## src/hdl/bra_pkg.sv

```systemverilog
// constants, field layout and mode codes of the bit-reversed write address modifier
// assumes a 16-bit data path, a plain register port and one core clock
package bra_pkg;
   localparam logic [3:0] BRA_ADDR_MODE_CTRL = 4'h0;
   localparam logic [3:0] BRA_ADDR_REV_CTRL = 4'h1;
   localparam int BRA_XCIRC_EN_BIT = 15;
   localparam int BRA_YCIRC_EN_BIT = 14;
   localparam int BRA_REV_SEL_HI = 11;
   localparam int BRA_REV_SEL_LO = 8;
   localparam int BRA_XCIRC_SEL_HI = 3;
   localparam int BRA_XCIRC_SEL_LO = 0;
   localparam int BRA_REV_EN_BIT = 15;
   localparam int BRA_REV_MOD_HI = 14;
   localparam int BRA_REV_MOD_LO = 0;
   localparam logic [15:0] BRA_MODE_CTRL_RST = 16'h0000;
   localparam logic [15:0] BRA_REV_CTRL_RST = 16'h0000;
   localparam logic [15:0] BRA_MODE_CTRL_WMASK = 16'hCFFF;
   localparam logic [15:0] BRA_WORD_STEP = 16'h0002;
   localparam logic [15:0] BRA_BYTE_STEP = 16'h0001;
   localparam logic [14:0] BRA_MOD_16W = 15'h0008;
   typedef enum logic [2:0] {
      BRA_MODE_DIRECT = 3'b000,
      BRA_MODE_POST_INC = 3'b001,
      BRA_MODE_PRE_INC = 3'b010,
      BRA_MODE_POST_DEC = 3'b011,
      BRA_MODE_PRE_DEC = 3'b100,
      BRA_MODE_OFFSET = 3'b101
   } bra_mode_t;
endpackage

```

## src/hdl/bra_agen.sv

```systemverilog
// X write address generator pointer update with bit-reversed modifier
// assumes the execution logic presents one request per cycle at most and
// keeps the software ordering limits after control register writes
//
// Decided for this implementation: the plain strobed port and the register addresses.
`timescale 1ns/1ps
module bra_agen
   import bra_pkg::*;
(
   input wire logic i_core_clk,
   input wire logic i_nrst,
   input wire logic [3:0] i_reg_addr,
   input wire logic [15:0] i_reg_wdata,
   input wire logic i_reg_wr,
   input wire logic i_reg_rd,
   output logic [15:0] o_reg_rdata,
   input wire logic i_ea_req,
   input wire logic [3:0] i_ea_ptr_num,
   input wire logic [15:0] i_ea_ptr_val,
   input wire bra_mode_t i_ea_mode,
   input wire logic i_ea_word,
   input wire logic i_ea_write,
   input wire logic [15:0] i_ea_offset,
   output logic o_ea_valid,
   output logic [15:0] o_ea,
   output logic o_ptr_wb,
   output logic [3:0] o_ptr_num,
   output logic [15:0] o_ptr_nxt,
   output logic o_rev_used,
   output logic o_circ_apply
);
   logic x_circular_enable;
   logic [3:0] x_circular_pointer_select;
   logic [3:0] reverse_pointer_select;
   logic reverse_enable;
   logic [14:0] reverse_modifier;
   logic [15:0] rev_sum;
   logic [15:0] rev_mask;
   logic [15:0] step;
   logic mode_inc;
   logic mode_dec;
   logic mode_pre;
   logic modifying;
   logic rev_hit;
   logic circ_hit;
   logic [15:0] norm_nxt;
   logic [15:0] ptr_nxt;
   logic [15:0] ea_nxt;
   logic valid_r;
   logic [15:0] ea_r;
   logic wb_r;
   logic [3:0] num_r;
   logic [15:0] ptr_r;
   logic rev_r;
   logic circ_r;
   logic [15:0] mask_r;

   bra_regs u_regs (
      .i_core_clk(i_core_clk),
      .i_nrst(i_nrst),
      .i_addr(i_reg_addr),
      .i_wdata(i_reg_wdata),
      .i_wr(i_reg_wr),
      .i_rd(i_reg_rd),
      .o_rdata(o_reg_rdata),
      .o_x_circular_enable(x_circular_enable),
      .o_x_circular_pointer_select(x_circular_pointer_select),
      .o_reverse_pointer_select(reverse_pointer_select),
      .o_reverse_enable(reverse_enable),
      .o_reverse_modifier(reverse_modifier)
   );

   bra_rev_add u_rev_add (
      .i_ptr(i_ea_ptr_val),
      .i_mod(reverse_modifier),
      .o_sum(rev_sum),
      .o_mask(rev_mask)
   );

   // decode addressing mode
   always_comb begin
      mode_inc = 1'b0;
      mode_dec = 1'b0;
      mode_pre = 1'b0;
      unique case (i_ea_mode)
         BRA_MODE_DIRECT: begin
            mode_pre = 1'b0;
         end
         BRA_MODE_POST_INC: begin
            mode_inc = 1'b1;
         end
         BRA_MODE_PRE_INC: begin
            mode_inc = 1'b1;
            mode_pre = 1'b1;
         end
         BRA_MODE_POST_DEC: begin
            mode_dec = 1'b1;
         end
         BRA_MODE_PRE_DEC: begin
            mode_dec = 1'b1;
            mode_pre = 1'b1;
         end
         BRA_MODE_OFFSET: begin
            mode_pre = 1'b0;
         end
         default: begin
            mode_pre = 1'b0;
         end
      endcase
   end

   assign modifying = mode_inc | mode_dec;
   assign step = i_ea_word ? BRA_WORD_STEP : BRA_BYTE_STEP;

   // reversal qualifies on enable, pointer, mode, size and write path
   assign rev_hit = reverse_enable
      && (i_ea_ptr_num == reverse_pointer_select)
      && mode_inc
      && i_ea_word
      && i_ea_write;

   // circular correction yields to reversal on writes, kept on reads
   assign circ_hit = x_circular_enable
      && (i_ea_ptr_num == x_circular_pointer_select)
      && modifying
      && !rev_hit;

   always_comb begin
      norm_nxt = i_ea_ptr_val;
      if (mode_inc) begin
         norm_nxt = i_ea_ptr_val + step;
      end else if (mode_dec) begin
         norm_nxt = i_ea_ptr_val - step;
      end
   end

   assign ptr_nxt = rev_hit ? rev_sum : norm_nxt;

   always_comb begin
      ea_nxt = i_ea_ptr_val;
      if (i_ea_mode == BRA_MODE_OFFSET) begin
         ea_nxt = i_ea_ptr_val + i_ea_offset;
      end else if (mode_pre) begin
         ea_nxt = ptr_nxt;
      end
   end

   always_ff @(posedge i_core_clk or negedge i_nrst) begin
      if (!i_nrst) begin
         valid_r <= 1'b0;
      end else begin
         valid_r <= i_ea_req;
      end
   end

   always_ff @(posedge i_core_clk or negedge i_nrst) begin
      if (!i_nrst) begin
         ea_r <= 16'h0000;
         wb_r <= 1'b0;
         num_r <= 4'h0;
         ptr_r <= 16'h0000;
         rev_r <= 1'b0;
         circ_r <= 1'b0;
         mask_r <= 16'h0000;
      end else if (i_ea_req) begin
         ea_r <= ea_nxt;
         wb_r <= modifying;
         num_r <= i_ea_ptr_num;
         ptr_r <= ptr_nxt;
         rev_r <= rev_hit;
         circ_r <= circ_hit;
         mask_r <= rev_mask;
      end else begin
         wb_r <= 1'b0;
         rev_r <= 1'b0;
         circ_r <= 1'b0;
      end
   end

   assign o_ea_valid = valid_r;
   assign o_ea = ea_r;
   assign o_ptr_wb = wb_r;
   assign o_ptr_num = num_r;
   assign o_ptr_nxt = ptr_r;
   assign o_rev_used = rev_r;
   assign o_circ_apply = circ_r;
endmodule

```

## src/hdl/bra_rev_add.sv

```systemverilog
// reverse-carry adder of pointer and shifted modifier, limited to the pivot and below
// assumes a power-of-two modifier; purely combinational
`timescale 1ns/1ps
module bra_rev_add
   import bra_pkg::*;
(
   input wire logic [15:0] i_ptr,
   input wire logic [14:0] i_mod,
   output logic [15:0] o_sum,
   output logic [15:0] o_mask
);
   logic [14:0] p_rev;
   logic [14:0] m_rev;
   logic [14:0] s_rev;
   logic [14:0] s_fld;
   logic [14:0] m_fld;
   // mirror word-address bits so a plain add carries toward lower bits
   for (genvar i = 0; i < 15; i++) begin : g_mirror
      assign p_rev[i] = i_ptr[15 - i];
      assign m_rev[i] = i_mod[14 - i];
      assign s_fld[i] = s_rev[14 - i];
   end
   assign s_rev = p_rev + m_rev;
   // field below and at the pivot; empty for a zero modifier
   assign m_fld = (i_mod == 15'h0000) ? 15'h0000 : (i_mod | (i_mod - 15'h0001));
   // bit 0 kept, bits above pivot kept, so no page carry
   assign o_sum = {(i_ptr[15:1] & ~m_fld) | (s_fld & m_fld), i_ptr[0]};
   assign o_mask = {m_fld, 1'b0};
endmodule

```

## src/hdl/bra_regs.sv

```systemverilog
// addressing mode control and reverse addressing control registers
// assumes one-cycle strobes, never both at once; read data stand one cycle
`timescale 1ns/1ps
module bra_regs
   import bra_pkg::*;
(
   input wire logic i_core_clk,
   input wire logic i_nrst,
   input wire logic [3:0] i_addr,
   input wire logic [15:0] i_wdata,
   input wire logic i_wr,
   input wire logic i_rd,
   output logic [15:0] o_rdata,
   output logic o_x_circular_enable,
   output logic [3:0] o_x_circular_pointer_select,
   output logic [3:0] o_reverse_pointer_select,
   output logic o_reverse_enable,
   output logic [14:0] o_reverse_modifier
);
   logic [15:0] mode_ctrl_r;
   logic [15:0] rev_ctrl_r;
   logic [15:0] rdata_r;
   logic [15:0] rdata_nxt;

   always_ff @(posedge i_core_clk or negedge i_nrst) begin
      if (!i_nrst) begin
         mode_ctrl_r <= BRA_MODE_CTRL_RST;
      end else if (i_wr && i_addr == BRA_ADDR_MODE_CTRL) begin
         mode_ctrl_r <= i_wdata & BRA_MODE_CTRL_WMASK;
      end
   end

   always_ff @(posedge i_core_clk or negedge i_nrst) begin
      if (!i_nrst) begin
         rev_ctrl_r <= BRA_REV_CTRL_RST;
      end else if (i_wr && i_addr == BRA_ADDR_REV_CTRL) begin
         rev_ctrl_r <= i_wdata;
      end
   end

   // unmapped addresses and idle cycles read zero
   always_comb begin
      rdata_nxt = 16'h0000;
      if (i_rd) begin
         unique case (i_addr)
            BRA_ADDR_MODE_CTRL: begin
               rdata_nxt = mode_ctrl_r;
            end
            BRA_ADDR_REV_CTRL: begin
               rdata_nxt = rev_ctrl_r;
            end
            default: begin
               rdata_nxt = 16'h0000;
            end
         endcase
      end
   end

   always_ff @(posedge i_core_clk or negedge i_nrst) begin
      if (!i_nrst) begin
         rdata_r <= 16'h0000;
      end else begin
         rdata_r <= rdata_nxt;
      end
   end

   assign o_rdata = rdata_r;
   assign o_x_circular_enable = mode_ctrl_r[BRA_XCIRC_EN_BIT];
   assign o_x_circular_pointer_select = mode_ctrl_r[BRA_XCIRC_SEL_HI:BRA_XCIRC_SEL_LO];
   assign o_reverse_pointer_select = mode_ctrl_r[BRA_REV_SEL_HI:BRA_REV_SEL_LO];
   assign o_reverse_enable = rev_ctrl_r[BRA_REV_EN_BIT];
   assign o_reverse_modifier = rev_ctrl_r[BRA_REV_MOD_HI:BRA_REV_MOD_LO];
endmodule

```

## config.mk

```make
export PLATFORM = sky130hd
export DESIGN_NAME = bra_agen
export DESIGN_NICKNAME = d
export VERILOG_FILES = /design/src/hdl/bra_pkg.sv /design/src/hdl/bra_agen.sv /design/src/hdl/bra_rev_add.sv /design/src/hdl/bra_regs.sv
export SDC_FILE = /design/constraint.sdc
export NUM_CORES = 1
export LEC_CHECK = 0
export ABC_AREA = 1
export ABC_CLOCK_PERIOD_IN_PS = 3800
export BUFFER_PORTS_ARGS = -buffer_cell sky130_fd_sc_hd__buf_4
export CORE_MARGIN = 2
export CORE_UTILIZATION = 35
export CTS_BUF_LIST = sky130_fd_sc_hd__clkbuf_4 sky130_fd_sc_hd__clkbuf_8 sky130_fd_sc_hd__clkbuf_16
export CTS_CLUSTER_DIAMETER = 100
export CTS_CLUSTER_SIZE = 14
export DETAILED_ROUTE_END_ITERATION = 12
export GPL_TIMING_DRIVEN = 0
export MAX_ROUTING_LAYER = met4
export PLACE_DENSITY_LB_ADDON = 0.15
export RECOVER_POWER = 50
export SLEW_MARGIN = 20
export SYNTH_ARGS = -nofsm -noshare
export SYNTH_HDL_FRONTEND = slang
export SYNTH_SLANG_ARGS = --single-unit
export TNS_END_PERCENT = 50
```

## constraint.sdc

```tcl
create_clock -name i_core_clk -period 3.8 [get_ports i_core_clk]
set_clock_uncertainty 0.15 [all_clocks]
set_input_delay 0.19 -clock i_core_clk [delete_from_list [all_inputs] [get_ports i_core_clk]]
set_output_delay 0.19 -clock i_core_clk [all_outputs]
set_load 0.05 [all_outputs]
```

Word-level counts from Yosys, hierarchy flattened
Index checks and enable logic that the tools add are counted.
- equal/unequal tests: 8
- shifts and indexed selects: 0
- multipliers: 0
- bitwise logic cells: 6
- add/subtract/negate cells: 5
- $lt $le $gt $ge: 0
- mux-type cells: 15
- reductions and logical operators: 15
- divide/modulo/power cells: 0
- operator list (operator ; count):
    16-bit 2-to-1 mux ; 6
    16-bit one-hot mux with 2 select lines ; 1
    15-bit bitwise AND ; 2
    15-bit OR ; 2
    16-bit adder ; 1
    16-bit by 2-bit adder with 16-bit output ; 1
    16-bit by 2-bit subtractor with 16-bit output ; 1
    15-bit adder ; 1
    15-bit zero test ; 1
    15-bit 2-to-1 mux ; 1
    15-bit inverter ; 1
    15-bit by 1-bit subtractor with 15-bit output, second input constant ; 1
    1-bit logical AND ; 9
    4-bit == test ; 2
    3-bit by 2-bit == test with 1-bit output, second input constant ; 2
    3-bit == test, second input constant ; 2
    1-bit 2-to-1 mux ; 6
    2-bit OR reduction ; 3
    4-bit by 1-bit == test with 1-bit output, second input constant ; 1
    4-bit zero test ; 1
    3-bit by 1-bit == test with 1-bit output, second input constant ; 1
    2-bit 2-to-1 mux ; 1
    1-bit zero test ; 1
    1-bit OR ; 1
- register bits after elaboration: 86
- latch bits: 0
- RAM bits: 0
- output and inout port bits: 56
- memories kept: 0
- logic and storage cells: 59
- memory bits (read-only): 0
- bits of input ports: 66

Longest topological paths before layout
- word-level depth: 9
- depth in mapped cells: 17
- depth with buffers taken out: 17

By module
From an unflattened synthesis, not the netlist that was laid out.
- cell total of the unflattened synthesis: 1058
- area total of the unflattened synthesis: 7103.1 µm²
- by module, submodules not included (module ; instances ; sequential area each (µm²) ; area an instance (µm²) ; cells an instance):
    bra_agen ; 1 ; 1001.0 ; 3614.7 ; 564
    bra_regs ; 1 ; 1151.1 ; 2044.5 ; 217
    bra_rev_add ; 1 ; 0.0 ; 1443.9 ; 277

Worst setup path before layout
OpenSTA, ideal clock, no wires.
- path type: input port to flip-flop
- start: input i_ea_word
- end: register ea_r[14], in the netlist o_ea[14]
- setup time: 0.118 ns
- data arrival time: 1.820 ns
- stages: 16
- slack: 1.712 ns
- path buffers: 0
- data required time: 3.532 ns
- cell sequence: inv_1 -> ha_1 -> inv_1 -> fa_1 -> nor2_1 -> nand3_1 -> nor2_1 -> nand3_1 -> nand2_1 -> nand3_1 -> nand3_1 -> nand3_1 -> nand2_1 -> nand2_1 -> nand2_1 -> nand2_1
- word-level cells in the longest chain between the ends: 7
- elaborated cells on any way between the ends: 10
- those cells by class: add/sub: 2; mux: 6; reduce/logical: 2
- RTL lines (element ; line ; source):
    start, declared ; bra_agen.sv:21 ; input wire logic i_ea_word,
    2-bit 2-to-1 mux ; bra_agen.sv:113 ; assign step = i_ea_word ? BRA_WORD_STEP : BRA_BYTE_STEP;
    16-bit by 2-bit subtractor with 16-bit output ; bra_agen.sv:133 ; norm_nxt = i_ea_ptr_val - step;
    16-bit 2-to-1 mux ; bra_agen.sv:132 ; end else if (mode_dec) begin
    16-bit 2-to-1 mux ; bra_agen.sv:130 ; if (mode_inc) begin
    16-bit 2-to-1 mux (*) ; bra_agen.sv:137 ; assign ptr_nxt = rev_hit ? rev_sum : norm_nxt;
    16-bit 2-to-1 mux (*) ; bra_agen.sv:143 ; end else if (mode_pre) begin
    16-bit 2-to-1 mux (*) ; bra_agen.sv:141 ; if (i_ea_mode == BRA_MODE_OFFSET) begin
    end signal, assigned ; bra_agen.sv:166 ; ea_r <= ea_nxt;
    end, declared ; bra_agen.sv:50 ; logic [15:0] ea_r;
Every way passes the cells marked *; elsewhere a longest branch is shown, timed or not.
A chain may end at the register's enable or synchronous reset.

Final worst setup path
- start: register u_regs.rev_ctrl_r[5]
- end: register ea_r[10], in the netlist o_ea[10]
- word-level cells in the longest chain between the ends: 9
- elaborated cells on any way between the ends: 11
- those cells by class: add/sub: 1; mux: 4; bitwise: 5; reduce/logical: 1
- RTL lines (element ; line ; source):
    start, declared ; bra_regs.sv:21 ; logic [15:0] rev_ctrl_r;
    start signal, assigned ; bra_regs.sv:37 ; rev_ctrl_r <= i_wdata;
    15-bit by 1-bit subtractor with 15-bit output ; bra_rev_add.sv:25 ; assign m_fld = (i_mod == 15'h0000) ? 15'h0000 : (i_mod | (i_mod - 15'h0001));
    15-bit OR ; bra_rev_add.sv:25 ;
    15-bit 2-to-1 mux (*) ; bra_rev_add.sv:25 ;
    15-bit inverter ; bra_rev_add.sv:27 ; assign o_sum = {(i_ptr[15:1] & ~m_fld) | (s_fld & m_fld), i_ptr[0]};
    15-bit bitwise AND ; bra_rev_add.sv:27 ;
    15-bit OR (*) ; bra_rev_add.sv:27 ;
    16-bit 2-to-1 mux (*) ; bra_agen.sv:137 ;
    16-bit 2-to-1 mux (*) ; bra_agen.sv:143 ;
    16-bit 2-to-1 mux (*) ; bra_agen.sv:141 ;
Marks and branches as above.

==> results_dict.tcl <==
set metrics [dict create \
    status "complete, but fails checks" \
    violations "capacitance limit, slew limit" \
    worst-path-stages 12 \
    hold_start "i_ea_ptr_num[1]" \
    peakVddDrop_uv 237 \
    min_path_type "in2reg" \
    clk_path_buf_depth 2 \
    synth_nets 1050 \
    synth_seq_area_share_pct 33.4 \
    final_cell_mix "nand2_1 (233), inv_1 (117), nand3_1 (96)" \
    grtUsageTotal_pct 23.8 \
    routedLengthMet1_mm 10.2 \
    final_max_slew_viol_count 87 \
    grt_pass1_vias 6523 \
    grt_max_degree 87 \
    cts_sinks 86 \
    antenna_left 0 \
    drtIter0Drc 383 \
    internal-power_w 0.00207 \
    swShare_pct 39.1 \
    worst_setup_path_end_kind "flop" \
    avgSynthCellArea_um2 6.80 \
    critPathMaxStageDelay_ns 0.43 \
    synth_edf_count 0 \
    cp.arrival_ns 2.64 \
    ys.flop_type "dfrtp_1" \
    setup_tns_ns 0 \
    netlist_area_mm2 0.00644 \
    hold_depth 3 \
    fin_nets 1202 \
    holdWs_ns 0.0443 \
    row_count 49 \
    crit_slowest_cell "dfrtp_1" \
    rsz0062_at_grt "no" \
    dp_cells 1297 \
    r2r_cells 12 \
    cts_buffers 9 \
    period_share_pct 66.9 \
    whs_endpoint "o_ptr_num[1]$_DFFE_PN0P_" \
    powerDensity_mw_per_mm2 425 \
    firstDrtPassIters 5 \
    core_region_area_mm2 0.0180 \
    wl_met2_mm 10.6 \
    clk_pin_slew_ns 0.07 \
    yosysWarnings 0 \
    critPathTopFamily "simple AND/OR/NAND/NOR gates" \
    syn_to_final_growth_pct 23.8 \
    h-tree-depth 3 \
    power_frac_clock_pct 31.3 \
    ys_types 42 \
    io_buffers 121 \
    die-area_mm2 0.0195 \
    post-synth-top-area-fraction_pct 33.4 \
    synthArstFlopShare_pct 100 \
    switchingPower_w 0.00133 \
    instances_no_fill 1333 \
    grt_pass1_wl_mm 35.1 \
    vias 6760 \
    p_comb_share_pct 35.4 \
    place_congestion 0.927 \
    viasPerCell 5.07 \
    crit_buf_inv 1 \
    fmax_mhz 393 \
    setup-violations-final 0 \
    initial_core_util_pct 35.7 \
    cts_repair_resize_count 0 \
    drc_errors 0 \
    wl_met3_mm 1.02 \
    io_pins 122 \
    die_x_um 140 \
    die_h_um 140 \
    startpoint_type "flop" \
    reg2reg_to "o_ea[10]$_DFFE_PN0P_" \
    antenna_found_initial 0 \
    required_ns 3.90 \
    cts_tree "built" \
    grt-ovfl-total 0 \
    ys_ff_latch 86 \
    drt_wl_total_mm 22.4 \
    drive_gt1_share_pct 10.3 \
    highest_layer "met4" \
    worstSetupPathType "reg2reg" \
    cp_cell_sequence "nor2_1 -> nand2_1 -> nor2_2 -> nand2_2 -> nor2_4 -> inv_2 -> o21ai_0 -> a21oi_1 -> o21ai_1 -> nand3_1 -> a21oi_1 -> nor2_1" \
    reg2reg_slack_ns 1.26 \
    yosys.area.top_type "dfrtp_1" \
    maxCapViolCount 1 \
    wire_per_inst_um 16.8 \
    final_common_cell "nand2_1" \
    diodes 0 \
    worstPathMaxFanout 9 \
    synth_area_leaders "dfrtp_1 (33%), nand2_1 (14%), nand3_1 (7.5%), inv_1 (6.8%), ha_1 (6.4%)" \
    cts_root_buf "clkbuf_16" \
    tightest_slew_ns 2.19 \
    syn_inst 947 \
    maxSlewHeadroom_pct -45.9 \
    seqPwrFrac_pct 33.3 \
    clk_latency_ns 0.36 \
    fin_crit_ns 2.54 \
    leakage_nw 3.98 \
    hold_viol 0 \
    place_hpwl_mm 18.0 \
    r2r-start "u_regs.rev_ctrl_r[5]$_DFFE_PN0P_" \
]
## state kept, by name, indices dropped and copies added (netlist names)
name                cells
o_circ_apply            1
o_ea                   16
o_ea_valid              1
o_ptr_num               4
o_ptr_nxt              16
o_ptr_wb                1
o_rev_used              1
u_regs.mode_ctrl_r     14
u_regs.o_rdata         16
u_regs.rev_ctrl_r      16
## tightest hold or removal path, cell delays in order
cell and delay, ns:
buf_4 0.10, inv_1 0.07, o21ai_0 0.16
## worst max-delay path by stage
stage | start | end | slack [ns]
2_1_floorplan | i_ea_word | o_ea[14]$_DFFE_PN0P_ | 1.71
3_3_place_gp | i_ea_word | o_ea[14]$_DFFE_PN0P_ | 1.19
3_5_place_dp | i_ea_word | o_ea[14]$_DFFE_PN0P_ | 1.20
4_1_cts | u_regs.rev_ctrl_r[14]$_DFFE_PN0P_ | o_ea[1]$_DFFE_PN0P_ | 1.30
5_1_grt | i_nrst | u_regs.mode_ctrl_r[7]$_DFFE_PN0P_ | 0.87
6_report | u_regs.rev_ctrl_r[5]$_DFFE_PN0P_ | o_ea[10]$_DFFE_PN0P_ | 1.26
## power by group through the flow
stage | clock [W] | sequential (W) | combinational [W]
after detailed placement | 0 | 0.00115 | 0.00122
after floorplan | 0 | 0.00131 | 0.000659
after CTS | 0.00108 | 0.00113 | 0.00124
after global routing | 0.00112 | 0.00115 | 0.00134
after global placement | 0 | 0.00115 | 0.00122
final | 0.00106 | 0.00113 | 0.00120
## cell type report
cell class                      instances  area (µm²)
Fill cell                            2015       10000
Multi-Input combinational cell        716        3720
Sequential cell                        86        2150
Timing Repair Buffer                  141         892
Inverter                              122         458
Tap cell                              229         287
Clock buffer                            9         225
Clock inverter                          7         131
Buffer                                 23         108
## Yosys cell counts (5+ instances only)
cell,count
xor2_1,8
buf_2,5
xnor2_1,7
o22ai_1,7
nand3b_1,5
nand2_1,233
o21ai_1,10
o21ai_0,70
a21oi_1,75
nor3_1,7
nor2_1,87
clkbuf_1,16
ha_1,33
a31oi_1,16
dfrtp_1,86
nand4_1,12
or2_2,5
nand3_1,96
inv_1,117
## metrics by stage
step	setup slack [ns]	total power [W]	cell area [µm²]	utilization, %
6_report	1.26	0.00339	7980	44.3
4_1_cts	1.30	0.00345	8200	45.5
5_1_grt	0.872	0.00361	7980	44.3
3_5_place_dp	1.20	0.00237	7640	42.4
3_3_place_gp	1.19	0.00236	7640	42.4
2_1_floorplan	1.71	0.00196	6440	-
## logic make-up (layout without fill, tap and decap cells)
logic type | after synthesis | in the layout | synth area share, %
and+or+nand+nor | 462 | 462 | 30.9
AOI/OAI and AO/OA | 202 | 202 | 17.2
buffers and inverters | 145 | 302 | 8.78
DFF | 86 | 86 | 33.4
adders and majority gates | 37 | 37 | 7.65
xor gates and xnor gates | 15 | 15 | 2.04
## timing repair
action	CTS	global route
hold buffers	20	0
hold endpoints to repair	117	0
buffers inserted	0	0
setup endpoints to repair	0	0
## layer usage
layer / vias to the layer above / GRT usage, %
li1: 3446 / -
met1: 3089 / 29.7
met2: 188 / 39.7
met3: 37 / 3.44
met4: 0 / 8.00
met5: - / -
(Power assumes the default switching activity.)
